### src/inc/gpe_pkg.sv
// Constants, register map and carrier types of the eight-pin port block.
// Assumes a 32-bit AHB-Lite bus with one register per aligned word.
package gpe_pkg;

  // ****************************************************************
  // Register indices (byte address is four times the index)
  // ****************************************************************
  localparam logic [5:0] GPE_IDX_DRIVE_EN       = 6'h00;
  localparam logic [5:0] GPE_IDX_DRIVE_EN_SET   = 6'h01;
  localparam logic [5:0] GPE_IDX_DRIVE_EN_CLR   = 6'h02;
  localparam logic [5:0] GPE_IDX_DRIVE_EN_TGL   = 6'h03;
  localparam logic [5:0] GPE_IDX_LEVEL          = 6'h04;
  localparam logic [5:0] GPE_IDX_LEVEL_SET      = 6'h05;
  localparam logic [5:0] GPE_IDX_LEVEL_CLR      = 6'h06;
  localparam logic [5:0] GPE_IDX_LEVEL_TGL      = 6'h07;
  localparam logic [5:0] GPE_IDX_PIN_CFG_BASE   = 6'h10;
  localparam logic [5:0] GPE_IDX_MULTI_PIN_MASK = 6'h18;
  localparam logic [5:0] GPE_IDX_CLK_EVT_OUT    = 6'h19;
  localparam logic [5:0] GPE_IDX_VPORT_MAP      = 6'h1A;
  localparam int         GPE_ADDR_LSB           = 2;

  // ****************************************************************
  // Field positions and encodings
  // ****************************************************************
  localparam int         GPE_CFG_INVERT_BIT = 6;
  localparam int         GPE_CFG_SENSE_LSB  = 0;
  localparam logic [2:0] GPE_SENSE_BOTH     = 3'h0;
  localparam logic [2:0] GPE_SENSE_RISING   = 3'h1;
  localparam logic [2:0] GPE_SENSE_FALLING  = 3'h2;
  localparam logic [2:0] GPE_SENSE_LEVEL    = 3'h3;
  localparam logic [7:0] GPE_CFG_WR_MASK    = 8'h7F;
  localparam int         GPE_CEO_CLK_BIT    = 0;
  localparam int         GPE_CEO_EVT_BIT    = 1;
  localparam int         GPE_CEO_PIN_LSB    = 2;
  localparam int         GPE_VP_EN_BIT      = 3;
  localparam logic [1:0] GPE_HTRANS_NONSEQ  = 2'h2;
  localparam logic [1:0] GPE_HTRANS_SEQ     = 2'h3;

  // ****************************************************************
  // Reset values
  // ****************************************************************
  localparam logic [7:0]  GPE_RST_BYTE = 8'h00;
  localparam logic [31:0] GPE_RST_WORD = 32'h0000_0000;

  // ****************************************************************
  // Carrier types
  // ****************************************************************
  typedef struct packed {
    logic [7:0] en;   // Peripheral takes the pin
    logic [7:0] oe;   // Peripheral drive enable
    logic [7:0] out;  // Peripheral pin value
  } gpe_ovr_t;

  typedef struct packed {
    logic       wr;    // One-cycle virtual write strobe
    logic [1:0] slot;  // Virtual slot number
    logic       sel;   // 0 drive enable, 1 level
    logic [7:0] data;  // Byte written
  } gpe_vwr_t;

  typedef struct packed {
    logic [7:0] out;
    logic [7:0] oe;
  } gpe_pad_t;

  typedef struct packed {
    logic [7:0]      dir;
    logic [7:0]      lvl;
    logic [7:0]      mask;
    logic [7:0][7:0] cfg;
    logic [4:0]      ceo;
    logic [3:0][3:0] vmap;
    logic [7:0]      sync1;
    logic [7:0]      sync2;
    logic [7:0]      prev;
    logic [7:0]      evs;
    logic [7:0]      evd;
    logic            evch;
    logic            wpend;
    logic [5:0]      widx;
    logic [31:0]     rdata;
  } gpe_state_t;

endpackage : gpe_pkg

### src/logic/gpe_port.sv
// Eight-pin general purpose port: drive enable and level registers with
// set/clear/toggle strobes, pin events, clock/event output, multi-pin
// configuration, virtual port writes and peripheral override.
// Assumes one AHB-Lite master, word transfers only, pads resolved outside.
//
// Overview of operation
// - Pin events are made only by clocked logic on the peripheral clock.
// - Edge events need the changed level sampled by the clock first.
// - Level sense: low gives nothing, high gives an event every clock.
// - Polarity inversion makes a low pin appear high for level sensing.
// - Signal event follows sense; data event always carries the pin level.
// - Enabled peripheral overrides replace pin drive; software cannot see them.
// - Peripheral clock or event channel 0 can drive a selectable pin.
// - A routed event stays on the pin for the event's whole duration.
// - One pin configuration write updates every pin chosen by the mask.
// - Mapped virtual port writes act like plain drive enable or level writes.
// - Four virtual port slots allow four ports mapped at once.
// - Drive enable bit one makes pin output, zero makes it input.
// - Writing one to drive enable set strobe sets that bit.
// - Writing one to drive enable clear strobe clears that bit.
// - Writing one to drive enable toggle strobe inverts that bit.
// - Drive enable strobe registers read back the drive enable value.
// - Level bit drives pin high or low only while pin is output.
// - Writing one to level set strobe sets that level bit.
// - Writing one to level clear strobe clears that level bit.
// - Writing one to level toggle strobe inverts that level bit.
// - Level strobe registers read back the level register value.
// - Polarity inversion inverts both driven data and read data.
// - Three-bit sense: 000 both edges, 001 rising, 010 falling.
module gpe_port
  import gpe_pkg::*;
#(
  parameter logic [2:0] PORT_ID = 3'h0  // This port's number for virtual mapping
)(
  input  wire logic              hclk,       // Peripheral clock
  input  wire logic              hresetn,    // Asynchronous reset, active low
  input  wire logic              hsel,       // Slave select
  input  wire logic [31:0]       haddr,      // Byte address
  input  wire logic [1:0]        htrans,     // Transfer type
  input  wire logic              hwrite,     // Write when high
  input  wire logic [2:0]        hsize,      // Transfer size
  input  wire logic [31:0]       hwdata,     // Write data
  input  wire logic              hready,     // Bus ready in
  output logic      [31:0]       hrdata,     // Read data
  output logic                   hreadyout,  // Always ready
  output logic                   hresp,      // Always OKAY
  input  wire gpe_pkg::gpe_vwr_t vport_wr,   // Virtual port write
  input  wire gpe_pkg::gpe_ovr_t periph_ovr, // Peripheral override
  input  wire logic              evch0,      // Event channel 0
  input  wire logic [7:0]        pad_in,     // Pin levels
  output gpe_pkg::gpe_pad_t      pad,        // Pin drive and enable
  output logic      [7:0]        pin_value,  // Synchronised pin value
  output logic      [7:0]        evt_signal, // Signal events
  output logic      [7:0]        evt_data    // Data events
);

  // ****************************************************************
  // State
  // ****************************************************************
  gpe_state_t st_reg;
  gpe_state_t st_next;

  logic [7:0] inv;
  logic [7:0] seen;
  logic [5:0] aidx;
  logic       acc_valid;

  // ****************************************************************
  // Helpers
  // ****************************************************************
  function automatic logic [31:0] read_mux(input gpe_state_t s, input logic [5:0] idx);
    logic [31:0] r;
    r = GPE_RST_WORD;
    unique case (idx)
      GPE_IDX_DRIVE_EN,
      GPE_IDX_DRIVE_EN_SET,
      GPE_IDX_DRIVE_EN_CLR,
      GPE_IDX_DRIVE_EN_TGL:   r[7:0] = s.dir;
      GPE_IDX_LEVEL,
      GPE_IDX_LEVEL_SET,
      GPE_IDX_LEVEL_CLR,
      GPE_IDX_LEVEL_TGL:      r[7:0] = s.lvl;
      GPE_IDX_MULTI_PIN_MASK: r[7:0] = s.mask;
      GPE_IDX_CLK_EVT_OUT:    r[4:0] = s.ceo;
      GPE_IDX_VPORT_MAP:      r[15:0] = s.vmap;
      default:
      begin
        if (idx[5:3] == GPE_IDX_PIN_CFG_BASE[5:3])
        begin
          r[7:0] = s.cfg[idx[2:0]];
        end
      end
    endcase
    return r;
  endfunction : read_mux

  function automatic logic [7:0] strobe(input logic [7:0] cur, input logic [1:0] op, input logic [7:0] d);
    logic [7:0] r;
    r = cur;
    unique case (op)
      2'h0: r = d;          // Plain write
      2'h1: r = cur | d;
      2'h2: r = cur & ~d;
      2'h3: r = cur ^ d;
    endcase
    return r;
  endfunction : strobe

  // ****************************************************************
  // Next state
  // ****************************************************************
  always_comb
  begin
    st_next   = st_reg;
    aidx      = haddr[GPE_ADDR_LSB+5:GPE_ADDR_LSB];
    acc_valid = hsel && hready && (htrans == GPE_HTRANS_NONSEQ || htrans == GPE_HTRANS_SEQ);
    for (int i = 0; i < 8; i++)
    begin
      inv[i] = st_reg.cfg[i][GPE_CFG_INVERT_BIT];
    end

    // Write data phase
    if (st_reg.wpend)
    begin
      if (st_reg.widx[5:2] == GPE_IDX_DRIVE_EN[5:2])
      begin
        st_next.dir = strobe(st_reg.dir, st_reg.widx[1:0], hwdata[7:0]);
      end
      else if (st_reg.widx[5:2] == GPE_IDX_LEVEL[5:2])
      begin
        st_next.lvl = strobe(st_reg.lvl, st_reg.widx[1:0], hwdata[7:0]);
      end
      else if (st_reg.widx[5:3] == GPE_IDX_PIN_CFG_BASE[5:3])
      begin
        for (int i = 0; i < 8; i++)
        begin
          if (st_reg.mask[i] || (st_reg.mask == GPE_RST_BYTE && i == int'(st_reg.widx[2:0])))
          begin
            st_next.cfg[i] = hwdata[7:0] & GPE_CFG_WR_MASK;
          end
        end
      end
      else if (st_reg.widx == GPE_IDX_MULTI_PIN_MASK)
      begin
        st_next.mask = hwdata[7:0];
      end
      else if (st_reg.widx == GPE_IDX_CLK_EVT_OUT)
      begin
        st_next.ceo = hwdata[4:0];
      end
      else if (st_reg.widx == GPE_IDX_VPORT_MAP)
      begin
        st_next.vmap = hwdata[15:0];
      end
    end

    // Virtual port write lands on the real register
    if (vport_wr.wr && st_reg.vmap[vport_wr.slot][GPE_VP_EN_BIT]
        && st_reg.vmap[vport_wr.slot][2:0] == PORT_ID)
    begin
      if (vport_wr.sel)
      begin
        st_next.lvl = vport_wr.data;
      end
      else
      begin
        st_next.dir = vport_wr.data;
      end
    end

    // Address phase
    st_next.wpend = acc_valid && hwrite;
    st_next.widx  = aidx;
    if (acc_valid && !hwrite)
    begin
      st_next.rdata = read_mux(st_reg, aidx);
    end

    // Pin sampling and events on the clock only
    st_next.sync1 = pad_in;
    st_next.sync2 = st_reg.sync1;
    seen          = st_reg.sync2 ^ inv;
    st_next.prev  = seen;
    for (int i = 0; i < 8; i++)
    begin
      unique case (st_reg.cfg[i][GPE_CFG_SENSE_LSB +: 3])
        GPE_SENSE_BOTH:    st_next.evs[i] = seen[i] ^ st_reg.prev[i];
        GPE_SENSE_RISING:  st_next.evs[i] = seen[i] & ~st_reg.prev[i];
        GPE_SENSE_FALLING: st_next.evs[i] = ~seen[i] & st_reg.prev[i];
        GPE_SENSE_LEVEL:   st_next.evs[i] = seen[i];
        default:           st_next.evs[i] = 1'b0;
      endcase
    end
    st_next.evd  = seen;
    st_next.evch = evch0;
  end

  // ****************************************************************
  // State register
  // ****************************************************************
  always_ff @(posedge hclk or negedge hresetn)
  begin
    if (!hresetn)
    begin
      st_reg <= '0;
    end
    else
    begin
      st_reg <= st_next;
    end
  end

  // ****************************************************************
  // Pin drive
  // ****************************************************************
  always_comb
  begin
    pad.oe  = st_reg.dir;
    pad.out = st_reg.lvl ^ inv;
    if (st_reg.ceo[GPE_CEO_CLK_BIT])
    begin
      pad.oe[st_reg.ceo[GPE_CEO_PIN_LSB +: 3]]  = 1'b1;
      pad.out[st_reg.ceo[GPE_CEO_PIN_LSB +: 3]] = hclk;
    end
    else if (st_reg.ceo[GPE_CEO_EVT_BIT])
    begin
      pad.oe[st_reg.ceo[GPE_CEO_PIN_LSB +: 3]]  = 1'b1;
      pad.out[st_reg.ceo[GPE_CEO_PIN_LSB +: 3]] = st_reg.evch;
    end
    for (int i = 0; i < 8; i++)
    begin
      if (periph_ovr.en[i])
      begin
        pad.oe[i]  = periph_ovr.oe[i];
        pad.out[i] = periph_ovr.out[i];
      end
    end
  end

  assign pin_value  = st_reg.sync2 ^ inv;
  assign evt_signal = st_reg.evs;
  assign evt_data   = st_reg.evd;
  assign hrdata     = st_reg.rdata;
  assign hreadyout  = 1'b1;
  assign hresp      = 1'b0;

endmodule : gpe_port

### config.mk
export PLATFORM = sky130hd
export DESIGN_NAME = gpe_port
export DESIGN_NICKNAME = d
export VERILOG_FILES = /design/src/inc/gpe_pkg.sv /design/src/logic/gpe_port.sv
export SDC_FILE = /design/constraint.sdc
export NUM_CORES = 1
export LEC_CHECK = 0
export BUFFER_PORTS_ARGS = -buffer_cell sky130_fd_sc_hd__buf_2
export CORE_ASPECT_RATIO = 0.7
export CORE_UTILIZATION = 50
export DETAILED_ROUTE_END_ITERATION = 6
export PLACE_DENSITY = 0.73
export SYNTH_ARGS = -nofsm -noshare
export SYNTH_HDL_FRONTEND = slang
export SYNTH_SLANG_ARGS = --single-unit
export TNS_END_PERCENT = 20
### constraint.sdc
create_clock -name hclk -period 2 [get_ports hclk]
set_clock_uncertainty 0.2 [all_clocks]
set_input_delay 0.3 -clock hclk [delete_from_list [all_inputs] [get_ports hclk]]
set_output_delay 0.3 -clock hclk [all_outputs]
set_load 0.005 [all_outputs]
# ---- Word-level counts from Yosys, hierarchy flattened
# Cells that the tools add are included.
dict set report word_totals {
  input_bits 119
  mem_bits_rw 0
  reg_bits 157
  latchBits 0
  rom_bits 0
  out_inout_bits 74
  wordCells 251
  mem_count 0
}
dict set report classes {
  div_mod_pow 0
  n_mux 64
  mul 0
  n_lt_le_gt_ge 4
  n_bitwise 55
  n_shift 0
  add_sub_neg 0
  n_eq_ne 52
  reduce_logical 52
}
# cell count
set op_table {}
lappend op_table {{109-bit 2-to-1 mux} 1}
lappend op_table {{101-bit 2-to-1 mux} 1}
lappend op_table {{93-bit 2-to-1 mux} 1}
lappend op_table {{16-bit 2-to-1 mux} 5}
lappend op_table {{8-bit 2-to-1 mux} 9}
lappend op_table {{64-bit 2-to-1 mux} 1}
lappend op_table {{8-bit one-hot mux with 4 select lines} 2}
lappend op_table {{7-bit 2-to-1 mux} 8}
lappend op_table {{3-bit by 2-bit == test with 1-bit output, second input constant} 18}
lappend op_table {{5-bit AND reduction} 9}
lappend op_table {{21-bit 2-to-1 mux} 2}
lappend op_table {{6-bit by 5-bit == test with 1-bit output, second input constant} 6}
lappend op_table {{1-bit one-hot mux with 4 select lines} 8}
lappend op_table {{8-bit XOR} 4}
lappend op_table {{3-bit zero test} 10}
lappend op_table {{5-bit one-hot mux with 5 select lines} 1}
lappend op_table {{8-bit binary-select mux with 3-bit select} 1}
lappend op_table {{3-bit by 1-bit == test with 1-bit output, second input constant} 8}
lappend op_table {{6-bit by 3-bit == test with 1-bit output, second input constant} 4}
lappend op_table {{8-bit bitwise OR} 3}
lappend op_table {{1-bit inverter} 21}
lappend op_table {{1-bit 2-to-1 mux} 17}
lappend op_table {{1-bit bitwise AND} 16}
lappend op_table {{8-bit bitwise AND} 2}
lappend op_table {{29 further kinds} 69}

# ---- Depth between registers and ports, before layout
dict set report depth {
  word_depth 10
  ltp_mapped 7
  ltp_nobuf 6
}

==> impl_metrics.tcl <==
set metrics [dict create \
    p_per_area_nw_per_um2 826.4 \
    fp.coreArea_um2 17320 \
    drt_wl_total_um 23740 \
    cpMaxStageDelayCell "dfrtp_1" \
    rr_worst_depth 5 \
    cp-start-kind "flop" \
    min_path_type "in2reg" \
    rsz0062_at_grt "true" \
    ys.flop_type "dfrtp_1" \
    dr.pass1.iters 7 \
    holdPathEnd "st_reg[138]" \
    synthCells 756 \
    overflow 0 \
    dp.cells 1133 \
    syn-mean-instance-area_um2 11.84 \
    vdd_drop_max_mv 0.6378 \
    synth_common_cells "157 x dfrtp_1, 104 x mux2_2, 60 x buf_4" \
    status "complete, but fails checks" \
    violations "setup timing" \
    gp_congestion 0.8655 \
    largest_register_ffs 109 \
    fillCellCount 1224 \
    path_common_cell "buf_4" \
    finalSetupViolations 25 \
    p_sw_mw 2.749 \
    period_share_pct 124.5 \
    yosysUniqueCellTypes 50 \
    ys_seq_area_share_pct 43.88 \
    ff2ff_setup_slack_ps -90 \
    leakage_nw 5.779 \
    critical_path_required_ps 1500 \
    yosysWarningCount 0 \
    die-area_um2 18450 \
    drive_above_1_share_pct 47.88 \
    synth_top_area_share_pct 43.88 \
    crit_type "reg2out" \
    pin_count 193 \
    grt_max_degree 48 \
    arrival_ps 1990 \
    syn_area_um2 8954 \
    ys_ff_latch 157 \
    min_from "hwdata[5]" \
    crit_chain "buf_4 > o21bai_4 > buf_4 > nor2_4 > mux2i_2 > o21ai_1 > buf_2" \
    power_frac_seq_pct 39.5 \
    drc 0 \
    p_sw_share_pct 28.01 \
    maxCapViolCount 0 \
    crit_fanout 4 \
    placementRows 40 \
    hold_violations 0 \
    antenna_found_initial 0 \
    dp_hpwl_um 15730 \
    drtIter0Drc 479 \
    antenna_cells 0 \
    fmax_ghz 0.4015 \
    p_int_mw 7.065 \
    post-synth-top-area-cell "dfrtp_1" \
    clk_pin_slew_worst_paths_ps 60 \
    layout.cells.non_filler 1223 \
    max_stage_delay_ps 440 \
    fin_nets 1147 \
    holdPathStages 3 \
    crit_path_end_kind "primary output" \
    routedWlPerCell_um 19.41 \
    ant_nets 0 \
    timing.rr.start "st_reg[185]" \
    period_minus_slack_ps 2491 \
    worstSkewPairLatency_ps 540 \
    portBuffers 128 \
    routed_via_density 5.571 \
    r2r_end "st_reg[185]" \
    areaGrowthSynthToFinish_pct 32.64 \
    synth-edff-count 0 \
    die_w_um 161.9 \
    p_comb_share_pct 22.6 \
    slew_viol_final 0 \
    floorplan.initialDensity_pct 51.71 \
    grt_pass1_wl_um 36420 \
    fin_ws_ps -490.5 \
    die_y_um 114.0 \
    tns_ps -6684 \
    track_usage_pct 26.52 \
    yosysMostFrequentCell "dfrtp_1" \
    async_flop_share_pct 100.0 \
    p_clk_share_pct 37.9 \
    via_count 6813 \
    cts_tree "done" \
    ys_top_cells_by_area "dfrtp_1 44%, mux2_2 13%, mux4_2 7.5%" \
    first_global_vias 6841 \
]
## cell usage in the layout (no fill, tap or decap), types with 8 or more instances in the layout
cell	Yosys	final
dfrtp_1	157	147
buf_2	8	127
mux2_2	104	86
buf_4	60	78
nand2_1	59	59
inv_1	59	51
ha_1	48	44
dlygate4sd3_1	0	37
mux4_2	30	30
mux2i_1	31	23
clkbuf_16	0	21
o21ai_0	34	20
nor2_1	28	19
mux2_4	0	18
conb_1	2	18
buf_12	0	17
a211oi_1	16	14
o21ai_1	0	12
nor2_2	8	12
nand3_1	11	11
dfrtp_2	0	10
buf_6	0	9
xnor2_2	0	8
xor2_1	8	8
## per-layer routing
layer | global-route usage, % | vias up | share of wire, %
met3 | 6.945 | 49 | 6.3
met2 | 40.63 | 260 | 47
met4 | 11.70 | 0 | 2.2
met5 | 0 | - | 0
li1 | - | 3071 | -
met1 | 35.67 | 3433 | 44
## what timing repair did
action | in CTS | in global routing
endpoints found under the setup margin | 32 | 93
endpoints found under the hold margin | 208 | 0
hold buffers | 37 | 0
gates resized for setup | 43 | 63
pin swaps | 2 | 11
setup buffers | 2 | 16
## worst max-delay path, delay by kind of cell, from the launching register on
| kind | cells | cell delay [ps] |
|---|---|---|
| AOI/OAI and AO/OA | 2 | 370 |
| buffers and inverters | 3 | 470 |
| DFF | 1 | 440 |
| muxes | 1 | 150 |
| and+or+nand+nor | 1 | 30 |
## through the flow
stage               hold WS [ps]  setup slack, ps  power (mW)  util (%)  instance area [um2]
floorplan                 -195.6          -0.1439       5.166         -                 9074
global placement           41.46           -105.8       5.774     59.31                10270
detailed placement         39.10           -153.0       5.882     59.31                10270
CTS                        30.79           -499.0       9.657     66.56                11530
global route               45.79           -545.3       10.26     68.58                11880
finish                     38.26           -490.5       9.814     68.58                11880
## power groups by stage
stage | combinational (mW) | clock (mW) | sequential [mW]
after CTS | 2.05 | 3.74 | 3.86
after global placement | 1.82 | 0.0705 | 3.88
after detailed placement | 1.91 | 0.0704 | 3.90
final | 2.22 | 3.72 | 3.88
after floorplan | 1.29 | 0.0476 | 3.83
after global routing | 2.43 | 3.90 | 3.93
## cell families after synthesis
| family | Yosys count | share of synthesized area, % |
|---|---|---|
| other | 2 | 0.08388 |
| AND/OR/NAND/NOR | 136 | 7.937 |
| XOR/XNOR | 16 | 1.565 |
| adder cells (fa/ha/maj) | 48 | 6.708 |
| AO/OA/AOI/OAI | 85 | 6.526 |
| flip-flops | 157 | 43.88 |
| multiplexers | 170 | 24.72 |
| buffers and inverters | 142 | 8.580 |
## area by class of cell
cell class / count / area, um2 / share of cell area [%]
multi-input combinational: 473 / 4686 / 39.45
sequential: 157 / 3941 / 33.19
timing repair buffer: 260 / 1993 / 16.78
clock buffer: 34 / 604.3 / 5.088
tap: 231 / 289.0 / 2.434
inverter: 59 / 226.5 / 1.907
clock inverter: 9 / 136.4 / 1.148
## how the worst max path moves through the flow
| stage | start | slack, ps | cells past startpoint | end |
|---|---|---|---|---|
| finish | st_reg[96] | -490 | 7 | pad[14] |
| global route | st_reg[96] | -550 | 6 | pad[9] |
| CTS | st_reg[96] | -500 | 6 | pad[9] |
| detailed placement | hwdata[2] | -150 | 6 | st_reg[183] |
| global placement | hwdata[2] | -110 | 6 | st_reg[183] |
| floorplan | hwdata[6] | -0.1 | 6 | st_reg[179] |
(Power assumes the default switching activity.)
